`config.mk`:
```
export PLATFORM = sky130hd
export DESIGN_NAME = gpiop_top
export DESIGN_NICKNAME = d
export VERILOG_FILES = /design/src/hw/gpiop_pkg.sv /design/src/hw/gpiop_ahb_slave.sv /design/src/hw/gpiop_pin_cell.sv /design/src/hw/gpiop_top.sv
export SDC_FILE = /design/constraint.sdc
export NUM_CORES = 1
export LEC_CHECK = 0
export BUFFER_PORTS_ARGS = -buffer_cell sky130_fd_sc_hd__buf_4
export CAP_MARGIN = 15
export CORE_MARGIN = 2
export CORE_UTILIZATION = 25
export CTS_BUF_LIST = sky130_fd_sc_hd__clkbuf_2
export DETAILED_ROUTE_END_ITERATION = 10
export GPL_ROUTABILITY_DRIVEN = 0
export SLEW_MARGIN = 40
export SYNTH_ARGS = -nofsm -noshare
export SYNTH_HDL_FRONTEND = slang
export SYNTH_SLANG_ARGS = --single-unit
```
`constraint.sdc`:
```
create_clock -name clk -period 2.4 [get_ports clk]
set_input_delay 0.12 -clock clk [delete_from_list [all_inputs] [get_ports clk]]
set_output_delay 0.12 -clock clk [all_outputs]
set_load 0.05 [all_outputs]
```
`src/hw/gpiop_pkg.sv`:
```
// constants and types shared by the general-purpose port block
package gpiop_pkg;
   // geometry
   localparam int NPORT = 5;
   localparam int PW    = 8;
   localparam int NPIN  = 38;
   localparam int ALSB  = 2;
   // register indices, byte address is four times the index
   localparam logic [5:0] IDX_PORT0_OUTPUT_LATCH = 6'h00;
   localparam logic [5:0] IDX_PORT1_OUTPUT_LATCH = 6'h01;
   localparam logic [5:0] IDX_PORT2_OUTPUT_LATCH = 6'h02;
   localparam logic [5:0] IDX_PORT3_OUTPUT_LATCH = 6'h03;
   localparam logic [5:0] IDX_PORT4_OUTPUT_LATCH = 6'h04;
   localparam logic [5:0] IDX_PORT0_PIN_READBACK = 6'h08;
   localparam logic [5:0] IDX_PORT0_DIRECTION    = 6'h10;
   localparam logic [5:0] IDX_SF_CONTROL         = 6'h18;
   localparam logic [5:0] IDX_EXT_IRQ_ENABLE     = 6'h19;
   localparam logic [5:0] IDX_SYSTEM_CONTROL_REG = 6'h1A;
   // special function control fields
   localparam int SF_IR_ENVELOPE_SELECT_LO  = 0;
   localparam int SF_REN0      = 2;
   localparam int SF_REN1      = 3;
   localparam int SF_TXW0      = 4;
   localparam int SF_CTSEL     = 6;
   localparam int SF_TMROE     = 7;
   localparam int SF_EXENB0    = 8;
   localparam int SF_EXENB1    = 9;
   localparam int SF_RUNCS0_LO = 10;
   localparam int SF_RUNCS1_LO = 12;
   localparam int SF_SPI_BLOCK_ENABLE     = 14;
   localparam int SYS_TAP_BIT  = 7;
   // encodings and reset values
   localparam logic [1:0]  IR_ENVELOPE_SELECT_MOD   = 2'h1;
   localparam logic [1:0]  IR_ENVELOPE_SELECT_ENV   = 2'h2;
   localparam logic [1:0]  RUNCS_OFF   = 2'h0;
   localparam logic [7:0]  PORT_RST    = 8'h00;
   localparam logic [15:0] SFCTL_RST   = 16'h0000;
   localparam logic [15:0] IRQEN_RST   = 16'h0000;
   localparam logic [7:0]  SYSCTL_RST  = 8'h80;
   localparam logic [7:0]  FULL_MASK   = 8'hFF;
   localparam logic [7:0]  P4_MASK     = 8'h3F;
   // pin positions of special functions, pin = port*8+bit
   localparam int PIN_IR       = 0;
   localparam int PIN_RX0      = 1;
   localparam int PIN_TX0      = 2;
   localparam int PIN_TMRIN    = 5;
   localparam int PIN_PWM0     = 6;
   localparam int PIN_IRQ_LO   = 8;
   localparam int PIN_SPI      = 16;
   localparam int PIN_TAP      = 20;
   localparam int PIN_IRQ_HI   = 24;
   localparam int PIN_PORT4    = 32;
   // bus slave states
   typedef enum logic [1:0] {
      BUS_IDLE  = 2'b00,
      BUS_WRITE = 2'b01,
      BUS_READ  = 2'b10
   } gpiop_bus_t;
endpackage : gpiop_pkg

```
`src/hw/gpiop_ahb_slave.sv`:
```
// ahb-lite slave front end: address capture, write strobe, read data
`timescale 1ns/1ns
`default_nettype none
module gpiop_ahb_slave
   import gpiop_pkg::*;
(
   // clock and reset
   input  wire logic        clk,
   input  wire logic        rst,
   // ahb-lite
   input  wire logic        hsel,
   input  wire logic [31:0] haddr,
   input  wire logic [1:0]  htrans,
   input  wire logic        hwrite,
   input  wire logic        hready,
   output logic             hreadyout,
   output logic [31:0]      hrdata,
   // register file side
   input  wire logic [15:0] rdData,
   output logic             wrEn,
   output logic [5:0]       regIdx
);
   gpiop_bus_t state_q;
   gpiop_bus_t state_d;
   logic       accept;

   // accept nonseq/seq when selected and bus ready
   assign accept = hsel & htrans[1] & hready & (state_q != BUS_READ);
   assign wrEn   = (state_q == BUS_WRITE);

   // next state: reads take one wait state
   always_comb
   begin
      case (state_q)
         BUS_READ: state_d = BUS_IDLE;
         default:  state_d = accept ? (hwrite ? BUS_WRITE : BUS_READ)
                                    : BUS_IDLE;
      endcase
   end

   // state, address and read data flops
   always_ff @(posedge clk)
   begin
      if (rst)
      begin
         state_q   <= BUS_IDLE;
         regIdx    <= 6'h00;
         hreadyout <= 1'b1;
         hrdata    <= 32'h00000000;
      end
      else
      begin
         state_q   <= state_d;
         hreadyout <= (state_d != BUS_READ);
         if (accept)
            regIdx <= haddr[ALSB+5:ALSB];
         if (state_q == BUS_READ)
            hrdata <= {16'h0000, rdData};
      end
   end
endmodule : gpiop_ahb_slave
`default_nettype wire

```
`src/hw/gpiop_pin_cell.sv`:
```
// one pin: general-purpose decode with special function takeover
`timescale 1ns/1ns
`default_nettype none
module gpiop_pin_cell (
   // general-purpose settings
   input  wire logic dirBit,
   input  wire logic outBit,
   // peripheral side
   input  wire logic sfEn,
   input  wire logic periphOut,
   input  wire logic periphOe,
   // pad controls
   output logic      drvOut,
   output logic      drvOe,
   output logic      pullEn
);
   // peripheral overrides, gpio settings stay stored
   assign drvOe  = sfEn ? periphOe : dirBit;
   assign drvOut = sfEn ? periphOut : outBit;
   // input mode: output bit enables the weak pullup
   assign pullEn = ~sfEn & ~dirBit & outBit;
endmodule : gpiop_pin_cell
`default_nettype wire

```
`src/hw/gpiop_top.sv`:
```
// general-purpose port block: 38 pins, registers on ahb-lite
//
// Behaviour
// - provide 38 pins, eight on ports 0 to 3 and six on port 4
// - direction and output bit decode: three-state, weak pullup, strong drive
// - output latch holds the value driven on every output pin whose special function is off
// - in input mode the output latch bit enables the weak pullup
// - writing a direction register leaves the output latch unchanged
// - after reset all special functions off except the four tap pins
// - pins with special function disabled act as plain gpio
// - port 0 pin 0 carries ir output when envelope select is 01b or 10b
// - port 0 pins 1,3 serial receive; pins 2,4 transmit once buffer written
// - port 0 pin 5 timer input when counter select or output enable set
// - port 0 pins 6,7 pwm when external enable b or run/clock pair nonzero
// - port 1 and port 3 pins are external irq inputs when enabled
// - port 2 pins 0-3 carry spi mosi, miso, sclk, select when spi enabled
// - port 2 pins 4-7 carry tck, tdi, tms, tdo when tap enable bit set
// - pin readback returns the current pin level whatever the direction
//
// Design decision made here: the AHB-Lite slave port.
`timescale 1ns/1ns
`default_nettype none
module gpiop_top
   import gpiop_pkg::*;
(
   // clock and reset
   input  wire logic            clk,
   input  wire logic            rst,
   // ahb-lite slave
   input  wire logic            hsel,
   input  wire logic [31:0]     haddr,
   input  wire logic [1:0]      htrans,
   input  wire logic            hwrite,
   input  wire logic [2:0]      hsize,
   input  wire logic [31:0]     hwdata,
   input  wire logic            hready,
   output logic                 hreadyout,
   output logic [31:0]          hrdata,
   output logic                 hresp,
   // port pins
   input  wire logic [NPIN-1:0] pinIn,
   output logic [NPIN-1:0]      pinOut,
   output logic [NPIN-1:0]      pinOe,
   output logic [NPIN-1:0]      pinPullEn,
   // peripheral side
   input  wire logic [NPIN-1:0] periphOut,
   input  wire logic [NPIN-1:0] periphOe,
   input  wire logic            tx0BufWrite,
   input  wire logic            tx1BufWrite,
   output logic [NPIN-1:0]      pinLevel,
   output logic [NPIN-1:0]      sfActive
);
   // stored registers
   logic [7:0]      outLatch_q [NPORT];
   logic [7:0]      dir_q      [NPORT];
   logic [15:0]     sfCtl_q;
   logic [15:0]     irqEn_q;
   logic [7:0]      sysCtl_q;
   logic [1:0]      txWr_q;
   logic [1:0]      txWr_d;
   // bus side
   logic            wrEn;
   logic [5:0]      regIdx;
   logic [15:0]     rdData;
   logic [7:0]      inByte     [NPORT];
   logic [39:0]     levelPad;
   // pin decode
   logic [NPIN-1:0] sfEn;
   logic [NPIN-1:0] cellOut;
   logic [NPIN-1:0] cellOe;
   logic [NPIN-1:0] cellPull;
   logic [1:0]      ir_envelope_select;
   logic [1:0]      runCs0;
   logic [1:0]      runCs1;
   logic            hitSf;
   logic            hitIrq;
   logic            hitSys;

   // bus front end
   gpiop_ahb_slave uBus (
      .clk       (clk),
      .rst       (rst),
      .hsel      (hsel),
      .haddr     (haddr),
      .htrans    (htrans),
      .hwrite    (hwrite),
      .hready    (hready),
      .hreadyout (hreadyout),
      .hrdata    (hrdata),
      .rdData    (rdData),
      .wrEn      (wrEn),
      .regIdx    (regIdx)
   );

   // every transfer answers okay, from a flop like every other output
   always_ff @(posedge clk)
      hresp <= 1'b0;

   // per-port output latch and direction register
   for (genvar p = 0; p < NPORT; p++)
   begin : gPort
      localparam logic [5:0] OIDX = IDX_PORT0_OUTPUT_LATCH + 6'(p);
      localparam logic [5:0] DIDX = IDX_PORT0_DIRECTION + 6'(p);
      localparam logic [7:0] MASK = (p == NPORT - 1) ? P4_MASK : FULL_MASK;
      logic hitOut;
      logic hitDir;
      assign hitOut = wrEn & (regIdx == OIDX);
      assign hitDir = wrEn & (regIdx == DIDX);
      // port 4 keeps its two top bits at zero
      always_ff @(posedge clk)
      begin
         if (rst)
            outLatch_q[p] <= PORT_RST;
         else if (hitOut)
            outLatch_q[p] <= hwdata[7:0] & MASK;
      end
      // a direction write never touches the output latch
      always_ff @(posedge clk)
      begin
         if (rst)
            dir_q[p] <= PORT_RST;
         else if (hitDir)
            dir_q[p] <= hwdata[7:0] & MASK;
      end
      // readback byte from the sampled pin levels
      assign inByte[p] = levelPad[p*PW +: PW] & MASK;
   end

   // control register decode
   assign hitSf  = wrEn & (regIdx == IDX_SF_CONTROL);
   assign hitIrq = wrEn & (regIdx == IDX_EXT_IRQ_ENABLE);
   assign hitSys = wrEn & (regIdx == IDX_SYSTEM_CONTROL_REG);

   // transmit-written flags: buffer write wins over a clearing write
   for (genvar k = 0; k < 2; k++)
   begin : gTx
      logic txPulse;
      assign txPulse   = (k == 0) ? tx0BufWrite : tx1BufWrite;
      assign txWr_d[k] = txPulse
                       | (txWr_q[k] & ~(hitSf & ~hwdata[SF_TXW0+k]));
   end

   // enable registers; tap comes out of reset enabled
   always_ff @(posedge clk)
   begin
      if (rst)
      begin
         sfCtl_q  <= SFCTL_RST;
         irqEn_q  <= IRQEN_RST;
         sysCtl_q <= SYSCTL_RST;
         txWr_q   <= 2'b00;
      end
      else
      begin
         if (hitSf)
            sfCtl_q <= hwdata[15:0];
         if (hitIrq)
            irqEn_q <= hwdata[15:0];
         if (hitSys)
            sysCtl_q <= hwdata[7:0];
         txWr_q <= txWr_d;
      end
   end

   // control fields
   assign ir_envelope_select  = sfCtl_q[SF_IR_ENVELOPE_SELECT_LO +: 2];
   assign runCs0 = sfCtl_q[SF_RUNCS0_LO +: 2];
   assign runCs1 = sfCtl_q[SF_RUNCS1_LO +: 2];

   // special function enables for port 0
   assign sfEn[PIN_IR]    = (ir_envelope_select == IR_ENVELOPE_SELECT_MOD)
                          | (ir_envelope_select == IR_ENVELOPE_SELECT_ENV);
   assign sfEn[PIN_RX0]   = sfCtl_q[SF_REN0];
   assign sfEn[PIN_TX0]   = txWr_q[0];
   assign sfEn[PIN_RX0+2] = sfCtl_q[SF_REN1];
   assign sfEn[PIN_TX0+2] = txWr_q[1];
   assign sfEn[PIN_TMRIN] = sfCtl_q[SF_CTSEL]
                          | sfCtl_q[SF_TMROE];
   assign sfEn[PIN_PWM0]  = sfCtl_q[SF_EXENB0]
                          | (runCs0 != RUNCS_OFF);
   assign sfEn[PIN_PWM0+1] = sfCtl_q[SF_EXENB1]
                           | (runCs1 != RUNCS_OFF);
   // external interrupts on ports 1 and 3
   assign sfEn[PIN_IRQ_LO +: PW] = irqEn_q[7:0];
   assign sfEn[PIN_IRQ_HI +: PW] = irqEn_q[15:8];
   // spi and test access port on port 2
   assign sfEn[PIN_SPI +: 4] = {4{sfCtl_q[SF_SPI_BLOCK_ENABLE]}};
   assign sfEn[PIN_TAP +: 4] = {4{sysCtl_q[SYS_TAP_BIT]}};
   // port 4 has no special functions
   assign sfEn[NPIN-1:PIN_PORT4] = '0;

   // one cell per pin
   for (genvar i = 0; i < NPIN; i++)
   begin : gPin
      gpiop_pin_cell uCell (
         .dirBit    (dir_q[i/PW][i%PW]),
         .outBit    (outLatch_q[i/PW][i%PW]),
         .sfEn      (sfEn[i]),
         .periphOut (periphOut[i]),
         .periphOe  (periphOe[i]),
         .drvOut    (cellOut[i]),
         .drvOe     (cellOe[i]),
         .pullEn    (cellPull[i])
      );
   end

   // pad controls and sampled levels, all registered
   always_ff @(posedge clk)
   begin
      if (rst)
      begin
         pinOut    <= '0;
         pinOe     <= '0;
         pinPullEn <= '0;
         pinLevel  <= '0;
         sfActive  <= '0;
      end
      else
      begin
         pinOut    <= cellOut;
         pinOe     <= cellOe;
         pinPullEn <= cellPull;
         pinLevel  <= pinIn;
         sfActive  <= sfEn;
      end
   end

   assign levelPad = {2'b00, pinLevel};

   // read data select; unmapped indices read zero
   always_comb
   begin
      rdData = 16'h0000;
      for (int p = 0; p < NPORT; p++)
      begin
         if (regIdx == IDX_PORT0_OUTPUT_LATCH + 6'(p))
            rdData = {8'h00, outLatch_q[p]};
         if (regIdx == IDX_PORT0_PIN_READBACK + 6'(p))
            rdData = {8'h00, inByte[p]};
         if (regIdx == IDX_PORT0_DIRECTION + 6'(p))
            rdData = {8'h00, dir_q[p]};
      end
      if (regIdx == IDX_SF_CONTROL)
         rdData = {sfCtl_q[15:6], txWr_q, sfCtl_q[3:0]};
      if (regIdx == IDX_EXT_IRQ_ENABLE)
         rdData = irqEn_q;
      if (regIdx == IDX_SYSTEM_CONTROL_REG)
         rdData = {8'h00, sysCtl_q};
   end

   logic rdInReq;
   assign rdInReq = hsel & htrans[1] & hready & ~hwrite
                  & (haddr[ALSB+5:ALSB] == IDX_PORT0_PIN_READBACK);
endmodule : gpiop_top
`default_nettype wire

```
==> results of run 1 <==
registers in the layout (all words and copies together), names as in the netlist:
name / cells
sfActive: 26
uBus.hreadyout: 1
uBus.state_q: 2
sfCtl_q: 14
pinLevel: 38
outLatch_q: 38
dir_q: 38
txWr_q: 2
uBus.regIdx: 6
pinOe: 38
pinPullEn: 38
irqEn_q: 16
sysCtl_q: 8
pinOut: 38
uBus.hrdata: 16
synthesized netlist by cell type, types with 13 or more instances:
library cell	number
nand2b_1	20
edfxtp_1	76
and3_1	62
buf_4	29
dfxtp_1	243
and2_1	25
nand2_1	110
buf_2	13
nand3_1	14
nor2_1	115
nor2b_1	82
a221oi_1	13
a21oi_1	83
clkbuf_1	61
nor4b_1	16
mux2i_1	62
o21ai_0	29
nor3_1	29
worst max-delay path: stages (launching register included):
cell	delay, ns
dfxtp_1	0.39
or4_4	0.63
or3_1	0.38
a311o_1	0.40
a21oi_1	0.18
o21ai_1	0.15
a21oi_1	0.15
layout make-up:
type,instances,area [sq um],share of cell area (%)
clock inverters,19,130,0.660
repair buffers,706,6150,31.2
diodes,1,2.50,0.0127
clock buffers,143,716,3.63
flip-flops and latches,319,7150,36.3
inverters,5,18.8,0.0952
well taps,664,831,4.22
multi-input cells,794,4700,23.9
what timing repair did:
| action | CTS | global route |
|---|---|---|
| setup endpoints to repair | 0 | 9 |
| hold buffers | 319 | 0 |
| hold endpoints to repair | 387 | 0 |
| resized for setup | 0 | 6 |
cells by family (layout without fill, tap and decap cells):
family / after synthesis / after routing
muxes: 64 / 64
other: 1 / 24
buffers and inverters: 116 / 873
and+or+nand+nor: 505 / 505
DFF: 319 / 319
xor gates and xnor gates: 2 / 2
AOI/OAI and AO/OA: 200 / 200
stage by stage:
| step | util (%) | hold WS [ns] |
|---|---|---|
| after detailed placement | 32.1 | 0.335 |
| after floorplan | - | 0.244 |
| after CTS | 40.4 | 0.000353 |
| after global routing | 40.4 | 0.0602 |
| after global placement | 32.1 | 0.332 |
| final | 40.4 | 0.103 |
layout by cell type (no fill, tap or decap), types with 6 or more instances in the layout:
cell           instances
a221o_1                6
nor4b_1               15
a21oi_1               82
nand2_1              109
and3_1                62
edfxtp_1              76
conb_1                23
a21o_1                11
dlygate4sd3_1        319
nor2b_1               82
and2_1                25
a22oi_1                9
a221oi_1              13
nor2_1               113
clkbuf_2             143
a2111oi_0              6
nand2b_1              19
o21ai_0               29
nand3_1               14
buf_4                382
nor3_1                29
mux2i_1               62
clkinv_1              11
dfxtp_1              242
per-layer routing:
layer	up-vias	track usage [%]	share of wire, %
met3	141	5.57	8.9
met2	625	33.2	47
li1	5636	-	-
met5	-	0	0.024
met1	5826	24.8	40
met4	2	10.4	4.3
worst max path at each step:
stage,end,start,slack (ns)
detailed placement,uBus.hrdata[1],uBus.regIdx[2],0.09
CTS,txWr_q[0],uBus.regIdx[0],0.02
floorplan,outLatch_q[3][0],uBus.regIdx[2],0.31
finish,uBus.hrdata[5],uBus.regIdx[2],0.1
global route,uBus.hrdata[2],uBus.regIdx[3],0.01
global placement,irqEn_q[6],uBus.regIdx[3],0.11
power groups by stage:
stage	clock network (mW)	registers, mW	logic (mW)
finish	4.22	5.81	1.73
floorplan	0	6.21	0.434
global placement	0	5.93	1.27
global route	4.64	5.82	1.81
detailed placement	0	5.93	1.28
CTS	4.35	5.81	1.70
==> key figures, run 1 <==
Clock network
  – Setup bufs post-CTS: 0
  – Clock slew at the register clock pins of the worst setup and hold paths: 0.11 ns
  – Skew-Pair Late Insertion Delay: 1.08 ns
  – TritonCTS buffer count: just under 90
  – Clock tree buffer depth: 3
  – CTS tree: yes
  – Max H-tree Level: 3
  – CTS sink cnt: roughly 320
  – Root cell of the clock tree: clkbuf_2

Global route
  – Initial antenna violation count: 2
  – Largest net degree at the start of global routing: 77
  – Via count of the first global-routing pass: 12600
  – Global routing usage summed across all routing layers: 20.4%
  – Wire length of the first global-routing pass: between 70 and 80 mm
  – GRT Residual Overflow: 0

Power
  – Logic pwr share: 14.7%
  – Total power after layout: 11.8 mW
  – Cell internal power dissipation: 8.19 mW
  – Lkg Pwr: 8.63 nW
  – Power Density: 597 nW/um^2
  – Clock network fraction of design power: a little over a third
  – Switching pwr: 3.57 mW
  – Max rail drop VDD: 0.000352 V
  – Net switching fraction of the power: 30.4%
  – Fraction of power consumed by sequential logic: 49.4%

Yosys
  – Gate count of the mapped netlist: 1207
  – Post-synthesis share of cell area spent on xor and xnor gates: 0.142%
  – Top area cells in the synthesized netlist: dfxtp_1, edfxtp_1, mux2i_1
  – Number of warnings printed during yosys synthesis: 0
  – Largest family of logic cells by synthesized area: simple AND/OR/NAND/NOR gates
  – Complex-gate fraction of the synthesized area: between 10% and 20%
  – Average size of a mapped cell: 10.2 sq um
  – Count of flip-flops with a built-in enable after synthesis: between 70 and 80
  – Post-synthesis sequential area ratio: between 50% and 60%
  – Register bit count reported by yosys: 319
  – Async set-or-reset flop fraction in the synthesized netlist: 0%
  – Top cell type's share of synthesized area: 39.5%
  – Cell type with the highest aggregate area in the netlist: dfxtp_1
  – Cell area after technology mapping: 12300 sq um
  – Share of synthesized area spent on multiplexers: 5.23%
  – Simple-gate area share of the yosys netlist: 21.5%
  – Top FF cell, synth: dfxtp_1
  – Adder-cell share of the synthesized area: 0%
  – Distinct cell type count after synthesis: 64

Worst setup path
  – Number of cell instances on the worst register-to-register path: 6
  – Slack of the worst reg-to-reg path: approximately 0.097 ns
  – Data arrival time of the critical path: 3.32 ns
  – Maximum fanout count along the critical path: 10
  – Critical path endpoint category: register
  – Critical setup path kind: register to register
  – Worst r2r dst: uBus.hrdata[5]
  – Start of the worst register-to-register path: uBus.regIdx[2]
  – Startpoint class of the critical path: register
  – Required @ worst endpoint: 3.41 ns

STA
  – Worst max-slew margin expressed relative to the limit: 57.6%
  – Final setup violation count: 0
  – Max Slew Vio Count: 0
  – Minimum clock period after layout: 2.30 ns
  – Setup repair after global routing missed its margin: no
  – Peak clock frequency supported by timing: 434 MHz
  – Slew @ Worst Pin: roughly 0.63 ns
  – Tcrit/Tclk final: 96.0%
  – Fin Clk Skew: 0.103 ns
  – Final count of hold timing violations: 0
  – Setup TNS: 0 ns
  – PnR worst setup slack: around 0.097 ns

Routing
  – Overall via count from detail_route: 12200
  – Detail-routed via count per cell: approximately 4.6
  – Router iterations before antenna repair: 8
  – Remaining antenna violation count: 0
  – Routed WL per cell: 20.0 microns
  – Total detailed-routing wirelength: 53.1 mm
  – Initial DRC Count: just under 1000
  – DRC violations left: 0

Die
  – Die H: about 230 microns
  – Area of the die: slightly above 50000 sq um
  – Die width: 226 microns
  – Starting utilization of the core area: around a quarter
  – Area inside the core boundary: between 40000 and 50000 sq um
  – IO Count: about 410
  – Row Count: 81

Final layout
  – Area growth from synthesis to layout: 60.2%
  – Non-filler cells, final: ~2700
  – Number of fill cells: 4701
  – Fraction of final layout cells sized beyond drive strength 1: between 20% and 30%
  – Final net count: 2105
  – Post-route cell area: 19700 sq um

Placement
  – Total instance count after detailed placement: about 2200
  – # port buffers: approximately 330
  – Cell area after placement: ~16000 sq um
  – Minimum setup slack after placement: 0.0944 ns
  – Half-perimeter wire length after detailed placement: 36.1 mm

Min path
  – Worst hold stages: 3
  – Hold Crit Endpoint: outLatch_q[1][6]
  – Worst hold path class: input port to register
  – Origin of the worst min-delay path: hwdata[6]

Status
  – Status: finished, final reports clean

Flow run
  – Reported max-cap violation count: 0
Note: power is estimated with default switching activity, not from simulation.
==> run 2, diff against run 1 <==
--- a/config.mk
+++ b/config.mk
@@ -12,6 +12,7 @@
 export CTS_BUF_LIST = sky130_fd_sc_hd__clkbuf_2
 export DETAILED_ROUTE_END_ITERATION = 10
 export GPL_ROUTABILITY_DRIVEN = 0
+export SETUP_SLACK_MARGIN = 0.3
 export SLEW_MARGIN = 40
 export SYNTH_ARGS = -nofsm -noshare
 export SYNTH_HDL_FRONTEND = slang
==> run 2 against run 1 <==
- non-clock buffer count shrank 2
- global-route usage is essentially flat
- sequential power is essentially flat
- combinational power is essentially flat
- hold slack is essentially flat
- cell area grew 0.45%
- clock-buffer cell count is the same
- setup slack gained 0.14 ns
- critical path type unchanged
- largest power group unchanged
==> key figures, run 2 (synthesis results as in run 1) <==
Clock network
  – Clock tree buffer depth: 3
  – CTS tree: yes
  – Root cell of the clock tree: clkbuf_2
  – Max H-tree Level: 3
  – Clock slew at the register clock pins of the worst setup and hold paths: ~0.11 ns
  – TritonCTS buffer count: 89
  – CTS sink cnt: 319
  – Skew-Pair Late Insertion Delay: 1.08 ns

Placement
  – Minimum setup slack after placement: 0.0944 ns
  – # port buffers: 332
  – Total instance count after detailed placement: about 2200
  – Half-perimeter wire length after detailed placement: roughly 36 mm

Global route
  – Largest net degree at the start of global routing: 77
  – GRT met2 Usage: 33.1%
  – Wire length of the first global-routing pass: approximately 77 mm
  – Initial antenna violation count: 1
  – Routing usage on met1: about 25%
  – Via count of the first global-routing pass: between 10000 and 15000
  – GRT Residual Overflow: 0
  – Busiest grt layer: met2
  – Global routing usage summed across all routing layers: 20.4%
  – Met3 routing resource usage after global routing: 5.23%

Final layout
  – Most frequent cells in the layout: buf_4, dlygate4sd3_1, dfxtp_1
  – Sequential cell area: 7160 sq um
  – Area growth from synthesis to layout: 60.9%
  – Area of the multi-input gates: 4810 sq um
  – Core utilization of the finished layout: 40.6%
  – Non-filler cells, final: 2650
  – Fraction of final layout cells sized beyond drive strength 1: 29.9%
  – Most common cell after layout, fill and taps aside: buf_4
  – Final net count: 2103
  – Number of fill cells: 4681

STA
  – Max Slew Vio Count: 0
  – PnR worst setup slack: 0.237 ns
  – Peak clock frequency supported by timing: 462 MHz
  – Final setup violation count: 0
  – Fin Clk Skew: 0.104 ns
  – Final count of hold timing violations: 0
  – Slew @ Worst Pin: 0.562 ns
  – Setup repair after global routing missed its margin: yes
  – Tcrit/Tclk final: 90.1%
  – Worst max-slew margin expressed relative to the limit: around 63%
  – Setup TNS: 0 ns
  – Minimum clock period after layout: approximately 2.2 ns

Routing
  – Overall via count from detail_route: 12300
  – DRC violations left: 0
  – Router iterations before antenna repair: 6
  – Remaining antenna violation count: 0
  – Detail-routed via count per cell: 4.66
  – Initial DRC Count: 981
  – Total detailed-routing wirelength: 53.3 mm
  – Routed WL per cell: a little over 20 microns

Worst setup path
  – Critical path endpoint category: register
  – Startpoint class of the critical path: register
  – Critical Path, Cell by Cell: or4_4, or3_1, a311o_1, a21oi_2, o21ai_1, a21oi_1
  – Slowest-stage cell, CP: or4_4
  – Data arrival time of the critical path: 3.15 ns
  – Start of the worst register-to-register path: uBus.regIdx[3]
  – Launch point of the critical path: uBus.regIdx[3]
  – Critical setup path kind: register to register
  – Slack of the worst reg-to-reg path: 0.24 ns
  – Required @ worst endpoint: 3.39 ns
  – Critical Path End: uBus.hrdata[1]
  – Worst r2r dst: uBus.hrdata[1]
  – Number of cell instances on the worst register-to-register path: 6
  – Maximum cell stage delay along the critical path: between 0.5 and 0.6 ns
  – Maximum fanout count along the critical path: 7

Die
  – Die H: 226 microns
  – Die width: 226 microns
  – Row Count: 81
  – Area of the die: 51000 sq um
  – IO Count: 414
  – Starting utilization of the core area: 25.2%
  – Area inside the core boundary: 48700 sq um

Min path
  – Worst hold path class: input port to register

Power
  – Max rail drop VDD: about 0.00035 V
  – Total power after layout: 11.8 mW
  – Lkg Pwr: 8.66 nW
  – Power Density: 595 nW/um^2

Flow run
  – Reported max-cap violation count: 0

Status
  – Status: finished, final reports clean
run 2: worst max-delay path: cells and delay by family (launching register included):
kind / cells / cell delay, ns
compound gates: 4 / 0.76
flops: 1 / 0.38
simple gates: 2 / 0.96
run 2: how the worst min path moves through the flow:
| stage | start | to | slack [ns] | cells past startpoint |
|---|---|---|---|---|
| after detailed placement | pinIn[24] | pinLevel[24] | 0.33 | 2 |
| after CTS | hwdata[6] | outLatch_q[1][6] | 0.0004 | 3 |
| after global placement | pinIn[6] | pinLevel[6] | 0.33 | 2 |
| final | hwdata[6] | outLatch_q[1][6] | 0.10 | 3 |
| after global routing | hwdata[6] | dir_q[0][6] | 0.06 | 3 |
| after floorplan | hwrite | uBus.hreadyout | 0.24 | 1 |
run 2: where the power goes:
part	total (mW)	switching, mW	internal, mW
clock network	4.22	2.45	1.77
logic	1.75	0.974	0.771
registers	5.81	0.160	5.65
run 2: area by class of cell:
class	instances	share of cell area, %
well taps	664	4.20
inverters	5	0.0948
flip-flops and latches	319	36.2
clock inverters	19	0.657
diodes	2	0.0253
repair buffers	704	31.0
multi-input cells	794	24.3
clock buffers	143	3.62
run 2: what timing repair did:
item | in CTS | in global routing
endpoints found under the setup margin | 28 | 31
hold endpoints to repair | 387 | 0
hold buffers | 314 | 0
setup buffers | 1 | 2
gates resized for setup | 16 | 20
pin swaps | 5 | 4
run 2: per-layer routing:
layer  wire, microns  up-vias
met2           24900      665
met3            4650      154
met5               0        -
li1                -     5633
met4            2340        0
met1           21400     5889
run 2: through the flow:
step           instance area, sq um  hold WS (ns)
6_report                      19800         0.103
2_1_floorplan                 12400         0.244
3_3_place_gp                  15600         0.332
4_1_cts                       19700      0.000353
5_1_grt                       19800        0.0603
3_5_place_dp                  15600         0.335
==> run 3, diff against run 2 <==
--- a/config.mk
+++ b/config.mk
@@ -12,6 +12,7 @@
 export CTS_BUF_LIST = sky130_fd_sc_hd__clkbuf_2
 export DETAILED_ROUTE_END_ITERATION = 10
 export GPL_ROUTABILITY_DRIVEN = 0
+export RECOVER_POWER = 25
 export SETUP_SLACK_MARGIN = 0.3
 export SLEW_MARGIN = 40
 export SYNTH_ARGS = -nofsm -noshare
==> run 3 against run 2 <==
- hold slack got worse by 0.012 ns
- critical path type unchanged
- clock-buffer cell count stayed put
- sequential share of layout area is 0.064 points higher
- critical path depth up 2
- largest cell class unchanged
- fmax down 0.42%
==> key figures, run 3 (synthesis results as in run 1) <==
Routing
  – Detail-routed via count per cell: about 4.6
  – Initial DRC Count: 979
  – Router iterations before antenna repair: 8
  – Routed WL per cell: 20.1 microns
  – Remaining antenna violation count: 0
  – DRC violations left: 0
  – Total detailed-routing wirelength: 53.3 mm
  – Overall via count from detail_route: 12300

Final layout
  – Final net count: 2103
  – Post-route cell area: just under 20000 sq um
  – Fraction of final layout cells sized beyond drive strength 1: 29.7%
  – Area of the multi-input gates: 4810 sq um
  – Sequential cell area: 7160 sq um
  – Most common cell after layout, fill and taps aside: buf_4
  – Most frequent cells in the layout: buf_4, dlygate4sd3_1, dfxtp_1
  – Non-filler cells, final: 2649
  – Number of fill cells: 4687
  – Area growth from synthesis to layout: 60.6%

Power
  – Max rail drop VDD: around 0.00035 V
  – Lkg Pwr: about 8.6 nW
  – Power Density: 596 nW/um^2

Global route
  – Largest net degree at the start of global routing: between 70 and 80
  – Via count of the first global-routing pass: roughly 13000
  – Global routing usage summed across all routing layers: 20.4%
  – Initial antenna violation count: 1
  – GRT Residual Overflow: 0
  – Wire length of the first global-routing pass: ~77 mm

Placement
  – # port buffers: 332
  – Half-perimeter wire length after detailed placement: about 36 mm
  – Total instance count after detailed placement: between 2000 and 2500
  – Cell area after placement: roughly 16000 sq um

Die
  – IO Count: between 400 and 500
  – Starting utilization of the core area: 25.2%
  – Die H: roughly 230 microns
  – Die width: 226 microns
  – Row Count: 81
  – Area inside the core boundary: 48700 sq um
  – Area of the die: 51000 sq um

Worst setup path
  – Launch point of the critical path: uBus.regIdx[2]
  – Startpoint class of the critical path: register
  – Slowest-stage cell, CP: a2111oi_0
  – Maximum cell stage delay along the critical path: about 0.51 ns
  – Maximum fanout count along the critical path: 10
  – Critical Path End: uBus.hrdata[0]
  – Cell family with most CP delay: compound AO/OA/AOI/OAI gates
  – Slack of the worst reg-to-reg path: 0.23 ns
  – Critical setup path kind: register to register
  – Cell mode on critical path: buf_4
  – Logic depth of the worst path, buffers included: 8
  – Critical Path, Cell by Cell: buf_4, nor4b_2, buf_4, and3_1, a2111oi_0, nand3_1, o21ai_0, nor3_1
  – Worst r2r dst: uBus.hrdata[0]
  – Number of cell instances on the worst register-to-register path: 8
  – Start of the worst register-to-register path: uBus.regIdx[2]
  – Number of buffer and inverter instances along the worst setup path: 2
  – Required @ worst endpoint: 3.29 ns
  – Critical path endpoint category: register
  – Data arrival time of the critical path: slightly above 3 ns

STA
  – Slew @ Worst Pin: 1.26 ns
  – Peak clock frequency supported by timing: 460 MHz
  – Tcrit/Tclk final: 90.5%
  – Fin Clk Skew: around 0.10 ns
  – Minimum clock period after layout: 2.17 ns
  – Worst max-slew margin expressed relative to the limit: approximately 16%
  – Setup repair after global routing missed its margin: yes
  – Max Slew Vio Count: 0
  – Final setup violation count: 0
  – Setup TNS: 0 ns
  – Final count of hold timing violations: 0

Clock network
  – Skew-Pair Late Insertion Delay: 1.08 ns
  – TritonCTS buffer count: just under 90
  – Max H-tree Level: 3
  – Clock slew at the register clock pins of the worst setup and hold paths: 0.11 ns
  – Clock tree buffer depth: 3
  – Root cell of the clock tree: clkbuf_2
  – CTS tree: yes
  – CTS sink cnt: 319

Flow run
  – Reported max-cap violation count: 0

Status
  – Status: finished, final reports clean

Min path
  – Worst hold path class: input port to register
[run 3: cell count changes in the layout (fill, tap and decap cells not counted), sizes merged]
cell	previous run	this run
buf	389	381
diode	2	1
clkbuf	144	152
[run 3: timing repair]
item,in CTS,in global routing
setup endpoints to repair,28,31
hold buffers,314,0
hold endpoints to repair,387,0
setup buffers,1,2
pin swaps,5,4
gates resized for setup,16,20
[run 3: how the worst min path moves through the flow]
stage,startpoint,endpoint,slack (ns),depth (start not counted)
floorplan,hwrite,uBus.hreadyout,0.24,1
global placement,pinIn[6],pinLevel[6],0.33,2
detailed placement,pinIn[24],pinLevel[24],0.33,2
CTS,hwdata[6],outLatch_q[1][6],0.0004,3
global route,hwdata[6],dir_q[0][6],0.06,3
finish,hwdata[6],outLatch_q[1][6],0.09,3
[run 3: layout make-up]
cell class	instances	share of cell area, %
multi-input cells	794	24.3
flip-flops and latches	319	36.2
clock inverters	19	0.659
repair buffers	704	30.9
well taps	664	4.20
diodes	1	0.0127
clock buffers	143	3.62
inverters	5	0.0950
[run 3: through the flow]
step,utilization (%),worst slack (ns),total power [mW],hold WS [ns]
after floorplan,-,0.312,6.65,0.244
after detailed placement,32.1,0.0944,7.21,0.335
after global placement,32.1,0.112,7.20,0.332
final,40.5,0.228,11.8,0.0914
after global routing,40.5,0.114,12.3,0.0603
after CTS,40.4,0.274,11.9,0.000353
[run 3: worst reg2reg max path: stages (launching register included)]
cell,delay [ns]
dfxtp_2,0.45
buf_4,0.20
nor4b_2,0.06
buf_4,0.17
and3_1,0.18
a2111oi_0,0.51
nand3_1,0.13
o21ai_0,0.23
nor3_1,0.08
[run 3: metal layers]
layer	share of wire, %	track usage, %	wire length (microns)
met1	40	24.9	21300
met2	47	33.1	24900
met3	9.0	5.23	4790
met4	4.3	10.4	2320
met5	0	0	0
[run 3: where the power goes]
group	internal, mW	switching, mW	total (mW)
Combinational	0.768	0.973	1.74
Clock	1.77	2.44	4.22
Sequential	5.65	0.160	5.81
Total	8.19	3.58	11.8
